[config.mk]
export PLATFORM = sky130hd
export DESIGN_NAME = pag_alert_top
export DESIGN_NICKNAME = d
export VERILOG_FILES = /design/src/hdl/pag_pkg.sv /design/src/hdl/pag_tick.sv /design/src/hdl/pag_alert_top.sv
export SDC_FILE = /design/constraint.sdc
export NUM_CORES = 1
export LEC_CHECK = 0
export BUFFER_PORTS_ARGS = -buffer_cell sky130_fd_sc_hd__buf_2
export CELL_PAD_IN_SITES_DETAIL_PLACEMENT = 0
export CELL_PAD_IN_SITES_GLOBAL_PLACEMENT = 1
export CORE_UTILIZATION = 34
export CTS_CLUSTER_SIZE = 12
export DETAILED_ROUTE_END_ITERATION = 6
export GPL_ROUTABILITY_DRIVEN = 0
export PLACE_DENSITY_LB_ADDON = 0.25
export REMOVE_ABC_BUFFERS = 1
export SYNTH_ARGS = -nofsm -noshare
export SYNTH_HDL_FRONTEND = slang
export SYNTH_SLANG_ARGS = --single-unit
[constraint.sdc]
create_clock -name clk -period 5.9 [get_ports clk]
set_input_delay 0.59 -clock clk [delete_from_list [all_inputs] [get_ports clk]]
set_output_delay 0.59 -clock clk [all_outputs]
set_load 0.005 [all_outputs]
[src/hdl/pag_pkg.sv]
/*
  Constants shared by the pager alert generator: register offsets, setup
  field positions, reset values, timing figures and standard patterns.
  Assumes a 10 MHz decoder clock; counts are derived from it here.
*/
package pag_pkg;

  // ==========================================================================
  // Clock and timing
  localparam int CLK_PERIOD_NS      = 100;
  localparam int SLOT_TIME_NS       = 62_500_000;   // One cadence slot, 62.5 ms
  localparam int SLOT_CYCLES        = SLOT_TIME_NS / CLK_PERIOD_NS;
  localparam int CLK_HZ             = 1_000_000_000 / CLK_PERIOD_NS;
  localparam int VIB_PULSE_HZ       = 25;           // Pulsed vibrator rate
  localparam int VIB_HALF_CYCLES    = CLK_HZ / (2 * VIB_PULSE_HZ);
  localparam int WARBLE_HZ          = 16;           // Warble modulation rate
  localparam int WARBLE_HALF_CYCLES = CLK_HZ / (2 * WARBLE_HZ);
  localparam int TONE_UPPER_HZ      = 4000;         // Plain default tone pitch
  localparam int TONE_LOWER_HZ      = 3200;         // Alternate warble tone pitch
  localparam int TONE_UPPER_HALF    = CLK_HZ / (2 * TONE_UPPER_HZ);
  localparam int TONE_LOWER_HALF    = CLK_HZ / (2 * TONE_LOWER_HZ);
  localparam int SLOT_TIME_US       = SLOT_TIME_NS / 1000;
  localparam int STD_LOW_TIME_MS    = 4000;         // Low level part of alert
  localparam int STD_TOTAL_TIME_MS  = 16000;        // Whole standard alert
  localparam int STD_LOW_SLOTS      = STD_LOW_TIME_MS * 1000 / SLOT_TIME_US;
  localparam int STD_TOTAL_SLOTS    = STD_TOTAL_TIME_MS * 1000 / SLOT_TIME_US;
  localparam int DIV_W              = 20;           // Divider counter width
  localparam int STD_CNT_W          = 9;            // Standard slot counter

  // ==========================================================================
  // Register map
  localparam logic [7:0] ADDR_PATTERN_SLOTS = 8'h03;
  localparam logic [7:0] ADDR_SETUP         = 8'h04;
  localparam logic [7:0] ADDR_STATUS        = 8'h0B;
  localparam logic [7:0] RESET_PATTERN      = 8'h00;
  localparam logic [7:0] RESET_SETUP        = 8'h00;
  localparam logic [7:0] READ_ZERO          = 8'h00;

  // ==========================================================================
  // Setup register fields
  localparam int SETUP_STD     = 0;  // Standard pattern instead of cadence
  localparam int SETUP_LEVEL   = 1;  // High level acoustic, steady vibrator
  localparam int SETUP_WARBLE  = 2;
  localparam int SETUP_TONE_EN = 3;
  localparam int SETUP_VIB_EN  = 4;
  localparam int SETUP_LED_EN  = 5;
  localparam int SETUP_CT_LO   = 6;  // Call type code, two bits
  localparam int SETUP_CT_HI   = 7;
  localparam logic [5:0] AUTO_SETUP_LOW = 6'h39;  // All enables, std, low level

  // ==========================================================================
  // Status register fields
  localparam int STAT_LAST_SLOT = 0;
  localparam int STAT_TIMEOUT   = 1;
  localparam int STAT_STD_RUN   = 2;
  localparam int STAT_AUTO      = 3;
  localparam int STAT_POS_LO    = 4;

  // ==========================================================================
  // Cadence position and standard slot patterns, first slot in the MSB
  localparam logic [2:0] POS_FIRST = 3'h7;
  localparam logic [2:0] POS_LAST  = 3'h0;
  localparam logic [7:0] STD_PATTERN_CT0 = 8'hEE;
  localparam logic [7:0] STD_PATTERN_CT1 = 8'hCC;
  localparam logic [7:0] STD_PATTERN_CT2 = 8'hAA;
  localparam logic [7:0] STD_PATTERN_CT3 = 8'hF0;

endpackage : pag_pkg

[src/hdl/pag_tick.sv]
/*
  Programmable tick divider: a one-cycle pulse every 'period' clocks while
  'run' is high. Assumes a single clock; run low restarts the count.
*/
`timescale 1ns/10ps
`default_nettype none

module pag_tick #(
  parameter int W = 20
) (
  // Clock and reset
  input  wire logic         clk,
  input  wire logic         resetn,
  // Control
  input  wire logic         run,
  input  wire logic [W-1:0] period,
  // Result
  output logic              tick
);

  logic [W-1:0] count;

  // ==========================================================================
  // Counter; idle restart keeps the first tick a full period away
  always_ff @(posedge clk or negedge resetn) begin
    if (!resetn) begin
      count <= '0;
    end else if (!run || tick) begin
      count <= '0;
    end else begin
      count <= count + 1'b1;
    end
  end

  // Pulse on the last count of the period
  assign tick = run && (count == period - 1'b1);

endmodule : pag_tick

`default_nettype wire

[src/hdl/pag_alert_top.sv]
/*
  Pager alert generator: setup and slot pattern registers, cadence rotation,
  standard call-type alerts, warble, level, direct alert and tone outputs.
  Assumes a host on a simple strobe port and a call decoder that pulses
  callReceived with the call type code beside it.
*/
// The address-and-strobe port was chosen for this implementation.
// Overview of operation
// - Setup bit 0 picks cadence or standard pattern
// - Level bit: low tone/pulsed vibrator or high/steady
// - Warble bit: 16 Hz LED blink, alternating tones
// - Each transducer driven only with its enable
// - Setup bits 7:6 give call type code
// - Each cadence bit is a 62.5 ms slot
// - Rotate cadence bit 7 to 0, repeating
// - Interrupt when last cadence slot begins
// - Zero cadence register stops cadence alerts
// - Low tone output in counter phase to high
// - Standard alert: 4 s low then 12 s high
// - Interrupt when standard alert time ends
// - Level change acts at once; host avoids glitches
// - Vibrator on through standard or nonzero cadence
// - LED follows pattern, ignores level bit
// - Direct alert input overrides pattern; enables still apply
// - Standard alert pauses cadence, then resumes it
// - Outputs clocked; one extra clock from idle
// - Tone finishes its cycle after direct alert drops
// - Clearing bit 0 cancels standard alert; reset cancels all
// - Auto alert on call loads standard setup
// - Auto alert clears setup bit 0 when done
`timescale 1ns/10ps
`default_nettype none

module pag_alert_top #(
  parameter logic [19:0] SLOT_CYCLES     = 20'(pag_pkg::SLOT_CYCLES),
  parameter logic [19:0] VIB_HALF        = 20'(pag_pkg::VIB_HALF_CYCLES),
  parameter logic [19:0] WARBLE_HALF     = 20'(pag_pkg::WARBLE_HALF_CYCLES),
  parameter logic [19:0] TONE_UPPER_HALF = 20'(pag_pkg::TONE_UPPER_HALF),
  parameter logic [19:0] TONE_LOWER_HALF = 20'(pag_pkg::TONE_LOWER_HALF)
) (
  // Clock and reset
  input  wire logic       clk,
  input  wire logic       resetn,
  // Register port
  input  wire logic [7:0] regAddr,
  input  wire logic [7:0] regWdata,
  input  wire logic       regWr,
  input  wire logic       regRd,
  output logic      [7:0] regRdata,
  // Decoder side
  input  wire logic       callReceived,
  input  wire logic [1:0] callTypeCode,
  input  wire logic       autoAlertEn,
  input  wire logic       directAlertIn,
  // Transducers
  output logic            toneHighOut,
  output logic            toneLowOut,
  output logic            toneLowOeN,
  output logic            vibratorOut,
  output logic            ledOut,
  // Event to host
  output logic            alertIrq
);

  logic [7:0] patternSlots;
  logic [7:0] setup;
  logic       autoFlag;
  logic       directMeta;
  logic       directSync;
  logic [2:0] cadPos;
  logic [8:0] stdSlotCnt;
  logic       stdDone;
  logic       runningQ;
  logic       toneRun;
  logic       tonePhase;
  logic       vibPhase;
  logic       warblePhase;
  logic       lastSlotFlag;
  logic       timeoutFlag;
  logic       slotTick;
  logic       vibTick;
  logic       warbleTick;
  logic       toneTick;
  logic       toneLowDrive;

  logic       wrSetup;
  logic       rdStatus;
  logic       stdMode;
  logic       cadRun;
  logic       running;
  logic       gate;
  logic       patBit;
  logic       stdBit;
  logic [7:0] stdPattern;
  logic       highLvl;
  logic       acousticReq;
  logic       vibReq;
  logic       stdEnd;
  logic       cadLastStart;
  logic [19:0] toneHalf;

  // ==========================================================================
  // Register writes, automatic alert load and self clear
  assign wrSetup  = regWr && (regAddr == pag_pkg::ADDR_SETUP);
  assign rdStatus = regRd && (regAddr == pag_pkg::ADDR_STATUS);

  // Pattern register; zero halts cadence alerts
  always_ff @(posedge clk or negedge resetn) begin
    if (!resetn) begin
      patternSlots <= pag_pkg::RESET_PATTERN;
    end else if (regWr && regAddr == pag_pkg::ADDR_PATTERN_SLOTS) begin
      patternSlots <= regWdata;
    end
  end

  // Setup register; a call with auto alerts replaces host settings
  always_ff @(posedge clk or negedge resetn) begin
    if (!resetn) begin
      setup    <= pag_pkg::RESET_SETUP;
      autoFlag <= 1'b0;
    end else if (callReceived && autoAlertEn) begin
      setup    <= {callTypeCode, pag_pkg::AUTO_SETUP_LOW};
      autoFlag <= 1'b1;
    end else if (wrSetup) begin
      setup    <= regWdata;
      autoFlag <= 1'b0;
    end else if (stdEnd && autoFlag) begin
      setup[pag_pkg::SETUP_STD] <= 1'b0;
      autoFlag <= 1'b0;
    end
  end

  // ==========================================================================
  // Direct alert input, two flop synchroniser
  always_ff @(posedge clk or negedge resetn) begin
    if (!resetn) begin
      directMeta <= 1'b0;
      directSync <= 1'b0;
    end else begin
      directMeta <= directAlertIn;
      directSync <= directMeta;
    end
  end

  // ==========================================================================
  // Alert sources and their priority
  assign stdMode = setup[pag_pkg::SETUP_STD] && !stdDone;
  assign cadRun  = (patternSlots != pag_pkg::RESET_PATTERN) && !stdMode;
  assign running = stdMode || cadRun || directSync;

  // Standard pattern per call type code
  always_comb begin
    case (setup[pag_pkg::SETUP_CT_HI:pag_pkg::SETUP_CT_LO])
      2'h0:    stdPattern = pag_pkg::STD_PATTERN_CT0;
      2'h1:    stdPattern = pag_pkg::STD_PATTERN_CT1;
      2'h2:    stdPattern = pag_pkg::STD_PATTERN_CT2;
      default: stdPattern = pag_pkg::STD_PATTERN_CT3;
    endcase
  end

  assign stdBit = stdPattern[~stdSlotCnt[2:0]];

  // Direct input first, then standard, then cadence
  assign patBit = directSync ? 1'b1 :
                  stdMode    ? stdBit :
                  cadRun     ? patternSlots[cadPos] : 1'b0;

  // Level: setup bit, or second part of a standard alert
  assign highLvl = setup[pag_pkg::SETUP_LEVEL] ||
                   (stdMode && stdSlotCnt >= 9'(pag_pkg::STD_LOW_SLOTS));

  // Outputs wait one clock after an idle spell
  always_ff @(posedge clk or negedge resetn) begin
    if (!resetn) begin
      runningQ <= 1'b0;
    end else begin
      runningQ <= running;
    end
  end

  assign gate        = running && runningQ;
  assign acousticReq = gate && setup[pag_pkg::SETUP_TONE_EN] && patBit;
  assign vibReq      = gate && setup[pag_pkg::SETUP_VIB_EN];

  // ==========================================================================
  // Dividers: slot timing, vibrator pulse, warble and tone pitch
  assign toneHalf = (setup[pag_pkg::SETUP_WARBLE] && warblePhase) ?
                    TONE_LOWER_HALF : TONE_UPPER_HALF;

  pag_tick #(.W(pag_pkg::DIV_W)) u_slot (
    .clk    (clk),
    .resetn (resetn),
    .run    (stdMode || cadRun),
    .period (SLOT_CYCLES),
    .tick   (slotTick)
  );

  pag_tick #(.W(pag_pkg::DIV_W)) u_vib (
    .clk    (clk),
    .resetn (resetn),
    .run    (vibReq),
    .period (VIB_HALF),
    .tick   (vibTick)
  );

  pag_tick #(.W(pag_pkg::DIV_W)) u_warble (
    .clk    (clk),
    .resetn (resetn),
    .run    (gate || toneRun),
    .period (WARBLE_HALF),
    .tick   (warbleTick)
  );

  pag_tick #(.W(pag_pkg::DIV_W)) u_tone (
    .clk    (clk),
    .resetn (resetn),
    .run    (toneRun),
    .period (toneHalf),
    .tick   (toneTick)
  );

  // ==========================================================================
  // Cadence position; held while a standard alert runs
  assign cadLastStart = cadRun && slotTick && (cadPos == pag_pkg::POS_LAST + 3'h1);

  always_ff @(posedge clk or negedge resetn) begin
    if (!resetn) begin
      cadPos <= pag_pkg::POS_FIRST;
    end else if (patternSlots == pag_pkg::RESET_PATTERN) begin
      cadPos <= pag_pkg::POS_FIRST;
    end else if (cadRun && slotTick) begin
      cadPos <= cadPos - 3'h1;
    end
  end

  // Standard alert slot counter; cleared by cancel or new setup
  assign stdEnd = stdMode && slotTick &&
                  (stdSlotCnt == 9'(pag_pkg::STD_TOTAL_SLOTS - 1));

  always_ff @(posedge clk or negedge resetn) begin
    if (!resetn) begin
      stdSlotCnt <= '0;
      stdDone    <= 1'b0;
    end else if (!setup[pag_pkg::SETUP_STD] || wrSetup || (callReceived && autoAlertEn)) begin
      stdSlotCnt <= '0;
      stdDone    <= 1'b0;
    end else if (stdEnd) begin
      stdSlotCnt <= '0;
      stdDone    <= 1'b1;
    end else if (stdMode && slotTick) begin
      stdSlotCnt <= stdSlotCnt + 9'h001;
    end
  end

  // ==========================================================================
  // Modulation phases
  always_ff @(posedge clk or negedge resetn) begin
    if (!resetn) begin
      vibPhase <= 1'b0;
    end else if (!vibReq) begin
      vibPhase <= 1'b0;
    end else if (vibTick) begin
      vibPhase <= ~vibPhase;
    end
  end

  always_ff @(posedge clk or negedge resetn) begin
    if (!resetn) begin
      warblePhase <= 1'b0;
    end else if (!(gate || toneRun)) begin
      warblePhase <= 1'b0;
    end else if (warbleTick) begin
      warblePhase <= ~warblePhase;
    end
  end

  // Tone keeps running until its current cycle completes, so no clipped pulse
  always_ff @(posedge clk or negedge resetn) begin
    if (!resetn) begin
      toneRun   <= 1'b0;
      tonePhase <= 1'b0;
    end else if (acousticReq) begin
      toneRun   <= 1'b1;
      tonePhase <= toneTick ? ~tonePhase : tonePhase;
    end else if (toneRun && toneTick) begin
      toneRun   <= !tonePhase;
      tonePhase <= ~tonePhase;
    end
  end

  // ==========================================================================
  // Registered transducer drive
  always_ff @(posedge clk or negedge resetn) begin
    if (!resetn) begin
      toneHighOut  <= 1'b0;
      toneLowDrive <= 1'b0;
      vibratorOut  <= 1'b0;
      ledOut       <= 1'b0;
    end else begin
      toneHighOut  <= toneRun && highLvl && tonePhase;
      toneLowDrive <= toneRun && !tonePhase;
      vibratorOut  <= vibReq && (setup[pag_pkg::SETUP_LEVEL] || vibPhase);
      ledOut       <= gate && setup[pag_pkg::SETUP_LED_EN] && patBit &&
                      (!setup[pag_pkg::SETUP_WARBLE] || warblePhase);
    end
  end

  // Open drain: pin pulled low while enable is low
  assign toneLowOut = 1'b0;
  assign toneLowOeN = !toneLowDrive;

  // ==========================================================================
  // Host event and status readback; a new event beats a clearing read
  always_ff @(posedge clk or negedge resetn) begin
    if (!resetn) begin
      alertIrq     <= 1'b0;
      lastSlotFlag <= 1'b0;
      timeoutFlag  <= 1'b0;
    end else begin
      alertIrq     <= cadLastStart || stdEnd;
      lastSlotFlag <= cadLastStart || (lastSlotFlag && !rdStatus);
      timeoutFlag  <= stdEnd || (timeoutFlag && !rdStatus);
    end
  end

  // Read data one cycle after the strobe; write only registers read as zero
  always_ff @(posedge clk or negedge resetn) begin
    if (!resetn) begin
      regRdata <= pag_pkg::READ_ZERO;
    end else if (rdStatus) begin
      regRdata <= pag_pkg::READ_ZERO;
      regRdata[pag_pkg::STAT_LAST_SLOT] <= lastSlotFlag;
      regRdata[pag_pkg::STAT_TIMEOUT]   <= timeoutFlag;
      regRdata[pag_pkg::STAT_STD_RUN]   <= stdMode;
      regRdata[pag_pkg::STAT_AUTO]      <= autoFlag;
      regRdata[pag_pkg::STAT_POS_LO +: 3] <= cadPos;
    end else begin
      regRdata <= pag_pkg::READ_ZERO;
    end
  end
endmodule : pag_alert_top

`default_nettype wire

==> summary.txt, run 1 <==
FLOORPLANNING
-----------------------------------------------------------------------------------------
Die Area ...................................................................   0.0192 mm²
X dimension of the die .....................................................       138 µm
Io pins ....................................................................           39
Placeable core region ......................................................   0.0181 mm²
Die height .................................................................       138 µm
Initial standard-cell utilization of the core ..............................        0.350
Std cell rows ..............................................................           49

CTS
-----------------------------------------------------------------------------------------
CTS tree ...................................................................         done
Number of buffers inserted to repair setup after CTS .......................            0
Hold Buf Count CTS .........................................................            0
Post-CTS Resized ...........................................................            0
Number of buffers created by CTS ...........................................           17
Root Buffer Master ......................................................... sky130_fd_sc_hd__clkbuf_16
Clock slew at reported path FFs ............................................        60 ps
Later-pin clock latency in the skew report .................................       420 ps
Clock tree buffer depth ....................................................            2
Number of clock sinks ......................................................          131
H-tree Lvls ................................................................            4

RUN STATUS
-----------------------------------------------------------------------------------------
Violated checks ............................................................          DRC
Outcome .................................................................... complete, but fails checks

PLACED DESIGN
-----------------------------------------------------------------------------------------
Number of input and output port buffers inserted ...........................           36
Placed wire-length estimate after detailed placement .......................      9070 µm

POWER
-----------------------------------------------------------------------------------------
Worst supply voltage drop on vdd ...........................................     0.201 mV
Power per Cell Area ........................................................   331 mW/mm²
Post-route total power .....................................................      2.42 mW
Static leakage .............................................................      3.31 nW

YOSYS
-----------------------------------------------------------------------------------------
Cells after synthesis ......................................................          621
Yosys warns ................................................................            0
Count of flip-flops with a built-in enable after synthesis .................            0
Post-synthesis instance area ...............................................  0.00632 mm²
Register area share after synthesis ........................................        0.519
Biggest area contributors in the synthesized netlist ....................... sky130_fd_sc_hd__dfrtp_1, sky130_fd_sc_hd__nor2_1, sky130_fd_sc_hd__xnor2_1
Top cell type by total area after synthesis ................................ sky130_fd_sc_hd__dfrtp_1
Commonest register cell after synthesis .................................... sky130_fd_sc_hd__dfrtp_1
Proportion of register bits with asynchronous set or reset after synthesis .         1.00
Yosys cell types ...........................................................           51
Post-synthesis average cell area ...........................................     10.2 µm²
Top-area cell type share of the netlist area ...............................        0.506
Synthesis-stage register bit count .........................................          131

WORST SETUP PATH
-----------------------------------------------------------------------------------------
Category of the critical setup timing path .................................   reg -> reg
Worst Setup Start Kind .....................................................         flop
Worst EP arrival ...........................................................      2650 ps
Critical path peak fanout ..................................................            9
Cell count of the worst reg-to-reg path ....................................            6
WP data required ...........................................................      6230 ps
Kind of capture point of the worst setup path ..............................         flop

STA
-----------------------------------------------------------------------------------------
Total negative slack .......................................................         0 ps
Tmin final .................................................................      2320 ps
Max Transition Viols Final .................................................            0
Setup repair after global routing missed its margin ........................           no
Transition time at the pin with the least slew margin ......................       976 ps
Final Setup Violations .....................................................            0
Share of the clock period used by the worst path after layout ..............        0.393
Max frequency ..............................................................      432 MHz
Count of final hold-check violations .......................................            0
Max-slew headroom at the worst pin .........................................        0.349
Clock skew after layout ....................................................      13.5 ps

ROUTING
-----------------------------------------------------------------------------------------
Count of antenna-violating nets left after detailed routing ................            0
Routed wire length per instance ............................................      14.5 µm
Total vias in the final route ..............................................        4,403
Remaining design rule violation count ......................................           32
Number of iterations in the first detailed-routing pass ....................            6
Average via count per standard cell ........................................         4.86
Routed wire length .........................................................    13,100 µm
Number of violations reported at the end of detailed-routing iteration 0 ...          280

GLOBAL ROUTE
-----------------------------------------------------------------------------------------
Overall routing resource usage .............................................        0.149
Maximum number of pins on one net before global-route repair ...............           78
First-pass GRT wire length .................................................    22,300 µm
Total gr overflow ..........................................................            0
Via count of the first global-routing pass .................................        4,340
Antenna violations before repair ...........................................            3

CELLS AND AREA
-----------------------------------------------------------------------------------------
Number of nets in the layout ...............................................          695
Fraction of final layout cells sized beyond drive strength 1 ...............        0.135
Layout overhead on the synthesized area ....................................        15.6%

WORST HOLD PATH
-----------------------------------------------------------------------------------------
Worst min path class .......................................................  in -> async

JOB
-----------------------------------------------------------------------------------------
Number of violations of the max-capacitance limit ..........................            0

-- cell usage after synthesis, types with 2 or more instances --
cell type,number
sky130_fd_sc_hd__mux2_2,9
sky130_fd_sc_hd__and4_1,11
sky130_fd_sc_hd__or4_1,6
sky130_fd_sc_hd__xnor2_1,46
sky130_fd_sc_hd__buf_4,6
sky130_fd_sc_hd__clkbuf_1,4
sky130_fd_sc_hd__ha_1,9
sky130_fd_sc_hd__nor3_1,17
sky130_fd_sc_hd__mux2i_1,8
sky130_fd_sc_hd__nor4b_1,4
sky130_fd_sc_hd__nand2b_1,5
sky130_fd_sc_hd__dfstp_2,3
sky130_fd_sc_hd__o21a_1,3
sky130_fd_sc_hd__nor4_1,8
sky130_fd_sc_hd__dfrtp_1,128
sky130_fd_sc_hd__o22ai_1,2
sky130_fd_sc_hd__nor2b_1,4
sky130_fd_sc_hd__buf_2,6
sky130_fd_sc_hd__and2_1,5
sky130_fd_sc_hd__xor2_1,35
sky130_fd_sc_hd__nand2_1,37
sky130_fd_sc_hd__nand4_1,26
sky130_fd_sc_hd__inv_1,21
sky130_fd_sc_hd__a21oi_1,10
sky130_fd_sc_hd__buf_1,2
sky130_fd_sc_hd__nand4b_1,3
sky130_fd_sc_hd__or3_1,5
sky130_fd_sc_hd__nand3_1,34
sky130_fd_sc_hd__mux4_2,2
sky130_fd_sc_hd__nor2_1,120
sky130_fd_sc_hd__a2111oi_0,2
sky130_fd_sc_hd__or2_2,2
sky130_fd_sc_hd__and3_1,15
sky130_fd_sc_hd__o21ai_0,6
-- critical path, cell delays in order, from the launching register on --
cell and delay [ps]:
sky130_fd_sc_hd__dfrtp_1 380, sky130_fd_sc_hd__ha_1 320, sky130_fd_sc_hd__nand4bb_4 150, sky130_fd_sc_hd__nor4_4 630
sky130_fd_sc_hd__nand3_4 170, sky130_fd_sc_hd__or3b_1 400, sky130_fd_sc_hd__a21oi_1 170
-- flip-flops by register name (all words and copies together), names as in the netlist, 3 cells and up --
name            cells
u_warble.count     20
cadPos              3
u_tone.count       20
patternSlots        8
u_vib.count        20
regRdata            7
stdSlotCnt          9
u_slot.count       20
setup               8
-- cell families (layout without fill, tap and decap cells) --
kind of cell / after synthesis / after routing / share of synthesized area
compound gates: 28 / 28 / 0.0273
xor+xnor: 81 / 81 / 0.112
fa+ha+maj: 9 / 9 / 0.0178
buf+inv: 39 / 91 / 0.0279
flops: 131 / 131 / 0.519
mux: 19 / 19 / 0.0358
other cells: 1 / 5 / 0.000593
simple gates: 313 / 313 / 0.260
-- layer usage --
metal  track usage  vias to the layer above  share of wire
met5             0                        -              0
met4        0.0568                        0          0.014
met3        0.0506                       16          0.049
met2         0.220                       64           0.44
met1         0.200                     2115           0.50
li1              -                     2208              -
-- report_power, final --
part	total, mW	leakage (nW)	internal (mW)	switching [mW]
combinational	0.270	1.33	0.127	0.143
sequential	1.12	1.70	0.999	0.121
clock	1.03	0.274	0.646	0.387
total	2.42	3.31	1.77	0.651
-- area by class of cell --
type / count / area [µm²]
Antenna cell: 3 / 7.51
Clock buffer: 25 / 515
Clock inverter: 7 / 72.6
Fill cell: 1741 / 10800
Inverter: 21 / 78.8
Multi-Input combinational cell: 452 / 2870
Sequential cell: 131 / 3280
Tap cell: 229 / 287
Timing Repair Buffer: 38 / 198
-- through the flow --
stage / instances / setup slack [ps] / hold slack (ps) / util / cell area (µm²)
2_1_floorplan: 604 / 3590 / 294 / - / 6230
3_3_place_gp: 871 / 3340 / 337 / 0.371 / 6720
3_5_place_dp: 871 / 3300 / 338 / 0.371 / 6720
4_1_cts: 903 / 3550 / 277 / 0.404 / 7300
5_1_grt: 904 / 3240 / 283 / 0.404 / 7310
6_report: 906 / 3580 / 302 / 0.404 / 7310
-- cell usage in the layout (no fill, tap or decap), types with 6 or more instances in the layout --
cell type and instances:
sky130_fd_sc_hd__nor2_1 120, sky130_fd_sc_hd__mux2i_1 8, sky130_fd_sc_hd__and4_1 11, sky130_fd_sc_hd__dfrtp_1 128
sky130_fd_sc_hd__and3_1 15, sky130_fd_sc_hd__nor3_1 17, sky130_fd_sc_hd__ha_1 9, sky130_fd_sc_hd__buf_2 35
sky130_fd_sc_hd__a21oi_1 10, sky130_fd_sc_hd__nand4_1 26, sky130_fd_sc_hd__xor2_1 35, sky130_fd_sc_hd__nand3_1 34
sky130_fd_sc_hd__mux2_2 9, sky130_fd_sc_hd__clkbuf_16 17, sky130_fd_sc_hd__xnor2_1 46, sky130_fd_sc_hd__inv_1 21
sky130_fd_sc_hd__nor4_1 8, sky130_fd_sc_hd__or4_1 6, sky130_fd_sc_hd__clkbuf_8 6, sky130_fd_sc_hd__nand2_1 37
-- worst paths after layout --
path	from	end	slack, ps
min reg2reg	directMeta	directSync	350
min	resetn	regRdata[1]	300
max reg2reg	u_slot.count[0]	stdSlotCnt[1]	3580
max	u_slot.count[0]	stdSlotCnt[1]	3580
max in group asynchronous	resetn	u_warble.count[3]	4280
min in group clk	directAlertIn	directMeta	310
Note: power is estimated with default switching activity, not from simulation.
==> run 2, diff against run 1 <==
- ABC_AREA: unset -> 1
- clock period: 5.9 -> 2.19 ns (I/O delays scaled with it)
==> summary.txt, run 2 <==
CELLS AND AREA
-----------------------------------------------------------------------------------------
Multi-input combinational cell area ........................................  0.00314 mm²   +9.4%
Fraction of final layout cells sized beyond drive strength 1 ...............        0.129   -0.00615
Number of nets in the layout ...............................................          960   +38%
Count of inserted antenna diode cells ......................................            0   -3
Leading cell type in the layout, fill and taps excluded .................... sky130_fd_sc_hd__nand2_1
Number of standard cells in the final layout excluding fillers .............        1,204   +33%
Most frequent cells in the layout .......................................... sky130_fd_sc_hd__nand2_1, sky130_fd_sc_hd__nor2_1, sky130_fd_sc_hd__dfrtp_1
FF+latch area ..............................................................  0.00328 mm²   unchanged
Layout overhead on the synthesized area ....................................        16.4%
Filler cell count in the final layout ......................................        2,085   +20%

STA
-----------------------------------------------------------------------------------------
Setup repair after global routing missed its margin ........................           no
Share of the clock period used by the worst path after layout ..............        0.811   +0.418
Max Transition Viols Final .................................................            0   unchanged
Clock skew after layout ....................................................      10.8 ps   -2.72 ps
Final Setup Violations .....................................................            0   unchanged
Tmin final .................................................................      1780 ps   -541 ps
Max-slew headroom at the worst pin .........................................        0.632   +0.283
Min setup slack post-route .................................................       415 ps   -3170 ps
Count of final hold-check violations .......................................            0   unchanged
Transition time at the pin with the least slew margin ......................       552 ps   -425 ps
Total negative slack .......................................................         0 ps   unchanged
Max frequency ..............................................................      563 MHz   +30%

WORST SETUP PATH
-----------------------------------------------------------------------------------------
Cell with the largest stage delay on the worst path ........................ sky130_fd_sc_hd__dfrtp_1
Category of the critical setup timing path .................................   reg -> reg
Worst reg2reg setup slack ..................................................       410 ps   -3170 ps
Slowest Stage Delay on Critical Path .......................................       380 ps   -250 ps
Kind of capture point of the worst setup path ..............................         flop
WP data required ...........................................................      2480 ps   -3750 ps
Cell count of the worst reg-to-reg path ....................................            8   +2
Critical path buffer and inverter count ....................................            0   unchanged
FF-to-FF End ............................................................... stdSlotCnt[2]
Source of the worst register-to-register timing path ....................... u_slot.count[0]
Chain of cells forming the critical path ................................... ha_1, nand2_2, nor3_1, nand3_1, nor2_2, nand2_1, nand3_1, nand2_1
Critical path peak fanout ..................................................            8   -1
Crit. path cell count ......................................................            8   +2
Worst EP arrival ...........................................................      2070 ps   -580 ps
Worst Setup Start Kind .....................................................         flop
Largest delay contributor family on the critical path ...................... simple AND/OR/NAND/NOR gates

PLACED DESIGN
-----------------------------------------------------------------------------------------
Setup Slack @ Placement ....................................................       432 ps   -2870 ps
Number of input and output port buffers inserted ...........................           36   unchanged
Placed Cells incl. Taps ....................................................        1,170   +34%
Placed wire-length estimate after detailed placement .......................    11,700 µm   +29%

YOSYS
-----------------------------------------------------------------------------------------
Proportion of register bits with asynchronous set or reset after synthesis .         1.00   unchanged
Simple-gate portion of the synthesized area ................................        0.341   +0.0816
Most numerous cell in the Yosys netlist .................................... sky130_fd_sc_hd__nand2_1
Complex-gate fraction of the synthesized area ..............................       0.0474   +0.0201
Most numerous cell types in the synthesized netlist ........................ sky130_fd_sc_hd__nand2_1, sky130_fd_sc_hd__nor2_1, sky130_fd_sc_hd__dfrtp_1
Commonest register cell after synthesis .................................... sky130_fd_sc_hd__dfrtp_1
Yosys cell types ...........................................................           44   -14%
Post-synthesis adder-cell area fraction ....................................       0.0163   -0.00147
Top cell type by total area after synthesis ................................ sky130_fd_sc_hd__dfrtp_1
Biggest area contributors in the synthesized netlist ....................... sky130_fd_sc_hd__dfrtp_1, sky130_fd_sc_hd__nand2_1, sky130_fd_sc_hd__nor2_1
Xor/xnor share of the synthesized area .....................................       0.0495   -0.0626
Post-synthesis average cell area ...........................................     7.92 µm²   -22%
Mux cell area share after synthesis ........................................            0   -0.0358
Main combinational cell family by area after synthesis ..................... simple AND/OR/NAND/NOR gates
Cells after synthesis ......................................................          871   +40%
Yosys warns ................................................................            0   unchanged
Post-synthesis instance area ...............................................  0.00690 mm²   +9.0%
Register area share after synthesis ........................................        0.476   -0.0429
Synthesis-stage register bit count .........................................          131   unchanged
Top-area cell type share of the netlist area ...............................        0.465   -0.0419
Count of flip-flops with a built-in enable after synthesis .................            0   unchanged

CTS
-----------------------------------------------------------------------------------------
Post-CTS Resized ...........................................................            0   unchanged
Root Buffer Master ......................................................... sky130_fd_sc_hd__clkbuf_16
H-tree Lvls ................................................................            4   unchanged
Clock tree buffer depth ....................................................            2   unchanged
CTS tree ...................................................................         done
Number of clock sinks ......................................................          131   unchanged
Later-pin clock latency in the skew report .................................       420 ps   about the same
Clock slew at reported path FFs ............................................        60 ps   about the same
Number of buffers inserted to repair setup after CTS .......................            0   unchanged
Number of buffers created by CTS ...........................................           17   unchanged

WORST HOLD PATH
-----------------------------------------------------------------------------------------
Number of cells traversed by the worst hold path ...........................            3
Origin of the worst min-delay path ......................................... callTypeCode[0]
Sink of the worst hold path ................................................     setup[6]
Worst min path class .......................................................    in -> reg

FLOORPLANNING
-----------------------------------------------------------------------------------------
X dimension of the die .....................................................       144 µm   +4.4%
Placeable core region ......................................................   0.0197 mm²   +8.7%
Die height .................................................................       144 µm   +4.4%
Io pins ....................................................................           39   unchanged
Initial standard-cell utilization of the core ..............................        0.351   +0.00113
Std cell rows ..............................................................           51   +4.1%
Die Area ...................................................................   0.0209 mm²   +8.9%

ROUTING
-----------------------------------------------------------------------------------------
Routed wire length .........................................................    16,000 µm   +22%
Number of violations reported at the end of detailed-routing iteration 0 ...          336   +20%
Average via count per standard cell ........................................         4.62   -5.0%
Remaining design rule violation count ......................................            0   -100%
Total vias in the final route ..............................................        5,558   +26%
Number of iterations in the first detailed-routing pass ....................            5   -1
Count of antenna-violating nets left after detailed routing ................            0   unchanged
Routed wire length per instance ............................................      13.3 µm   -8.1%

GLOBAL ROUTE
-----------------------------------------------------------------------------------------
First-pass GRT wire length .................................................    27,300 µm   +23%
Overall routing resource usage .............................................        0.170   +0.0216
Via count of the first global-routing pass .................................        5,442   +25%
Maximum number of pins on one net before global-route repair ...............           55   -29%
Total gr overflow ..........................................................            0   unchanged
Antenna violations before repair ...........................................            0   -3

POWER
-----------------------------------------------------------------------------------------
Static leakage .............................................................      3.87 nW   +17%
Worst supply voltage drop on vdd ...........................................     0.463 mV   +130%
Post-route total power .....................................................      6.46 mW   +170%
Power per Cell Area ........................................................   806 mW/mm²   +140%

RUN STATUS
-----------------------------------------------------------------------------------------
Outcome .................................................................... complete, no violations

JOB
-----------------------------------------------------------------------------------------
Number of violations of the max-capacitance limit ..........................            0   unchanged

[run 2: changes by cell type after synthesis, moves of 11 or more]
cell	change
sky130_fd_sc_hd__and3_1	-14
sky130_fd_sc_hd__nor2_1	+43
sky130_fd_sc_hd__xnor2_1	-39
sky130_fd_sc_hd__nor3_1	+17
sky130_fd_sc_hd__nand3_1	+27
sky130_fd_sc_hd__and4_1	-11
sky130_fd_sc_hd__o21ai_0	+15
sky130_fd_sc_hd__nand2_1	+142
sky130_fd_sc_hd__inv_1	+82
[run 2: logic make-up after synthesis]
logic type                 after synthesis
and+or+nand+nor                        517
DFF                                    131
buffers and inverters                  118
AOI/OAI and AO/OA                       56
xor gates and xnor gates                39
adders and majority gates                9
other                                    1
[run 2: tightest hold or removal path, cell delays in order]
cell,delay [ps]
sky130_fd_sc_hd__buf_2,80
sky130_fd_sc_hd__a21oi_1,70
sky130_fd_sc_hd__o21ai_0,70
[run 2: metrics by stage]
| step | area, µm² | hold WS [ps] | util |
|---|---|---|---|
| final | 8030 | 64.3 | 0.408 |
| after global placement | 7420 | 238 | 0.378 |
| after global routing | 8030 | 54.3 | 0.408 |
| after floorplan | 6830 | -76.6 | - |
| after CTS | 8030 | 44.6 | 0.408 |
| after detailed placement | 7420 | 236 | 0.378 |
[run 2: worst max-delay path by stage]
stage	to	startpoint
after floorplan	u_slot.count[13]	u_slot.count[0]
after global placement	stdSlotCnt[5]	u_slot.count[0]
after detailed placement	stdSlotCnt[7]	u_slot.count[0]
after CTS	stdSlotCnt[2]	u_slot.count[0]
after global routing	stdSlotCnt[2]	u_slot.count[0]
final	stdSlotCnt[2]	u_slot.count[0]
[run 2: final cells by class]
cell class	count	share of cell area
timing repair buffer	45	0.0354
clock buffer	23	0.0596
tap	265	0.0413
sequential	131	0.409
clock inverter	9	0.0129
multi-input combinational	623	0.391
inverter	108	0.0505
[run 2: per-layer routing]
| metal | global-route usage | share of wire | wire, µm |
|---|---|---|---|
| met2 | 0.270 | 0.46 | 7370 |
| met3 | 0.0411 | 0.033 | 529 |
| met4 | 0.0404 | 0.0059 | 94 |
| met1 | 0.233 | 0.50 | 8050 |
| met5 | 0 | 0 | 0 |
[run 2: where the power goes]
group | leakage (nW) | internal [mW] | switching, mW
sequential | 1.73 | 2.64 | 0.182
combinational | 1.86 | 0.304 | 0.535
clock | 0.283 | 1.76 | 1.04
total | 3.87 | 4.71 | 1.76
[run 2: what timing repair did]
item | in CTS | in global routing
endpoints found under the hold margin | 52 | 0
hold buffers | 2 | 0
endpoints found under the setup margin | 0 | 0
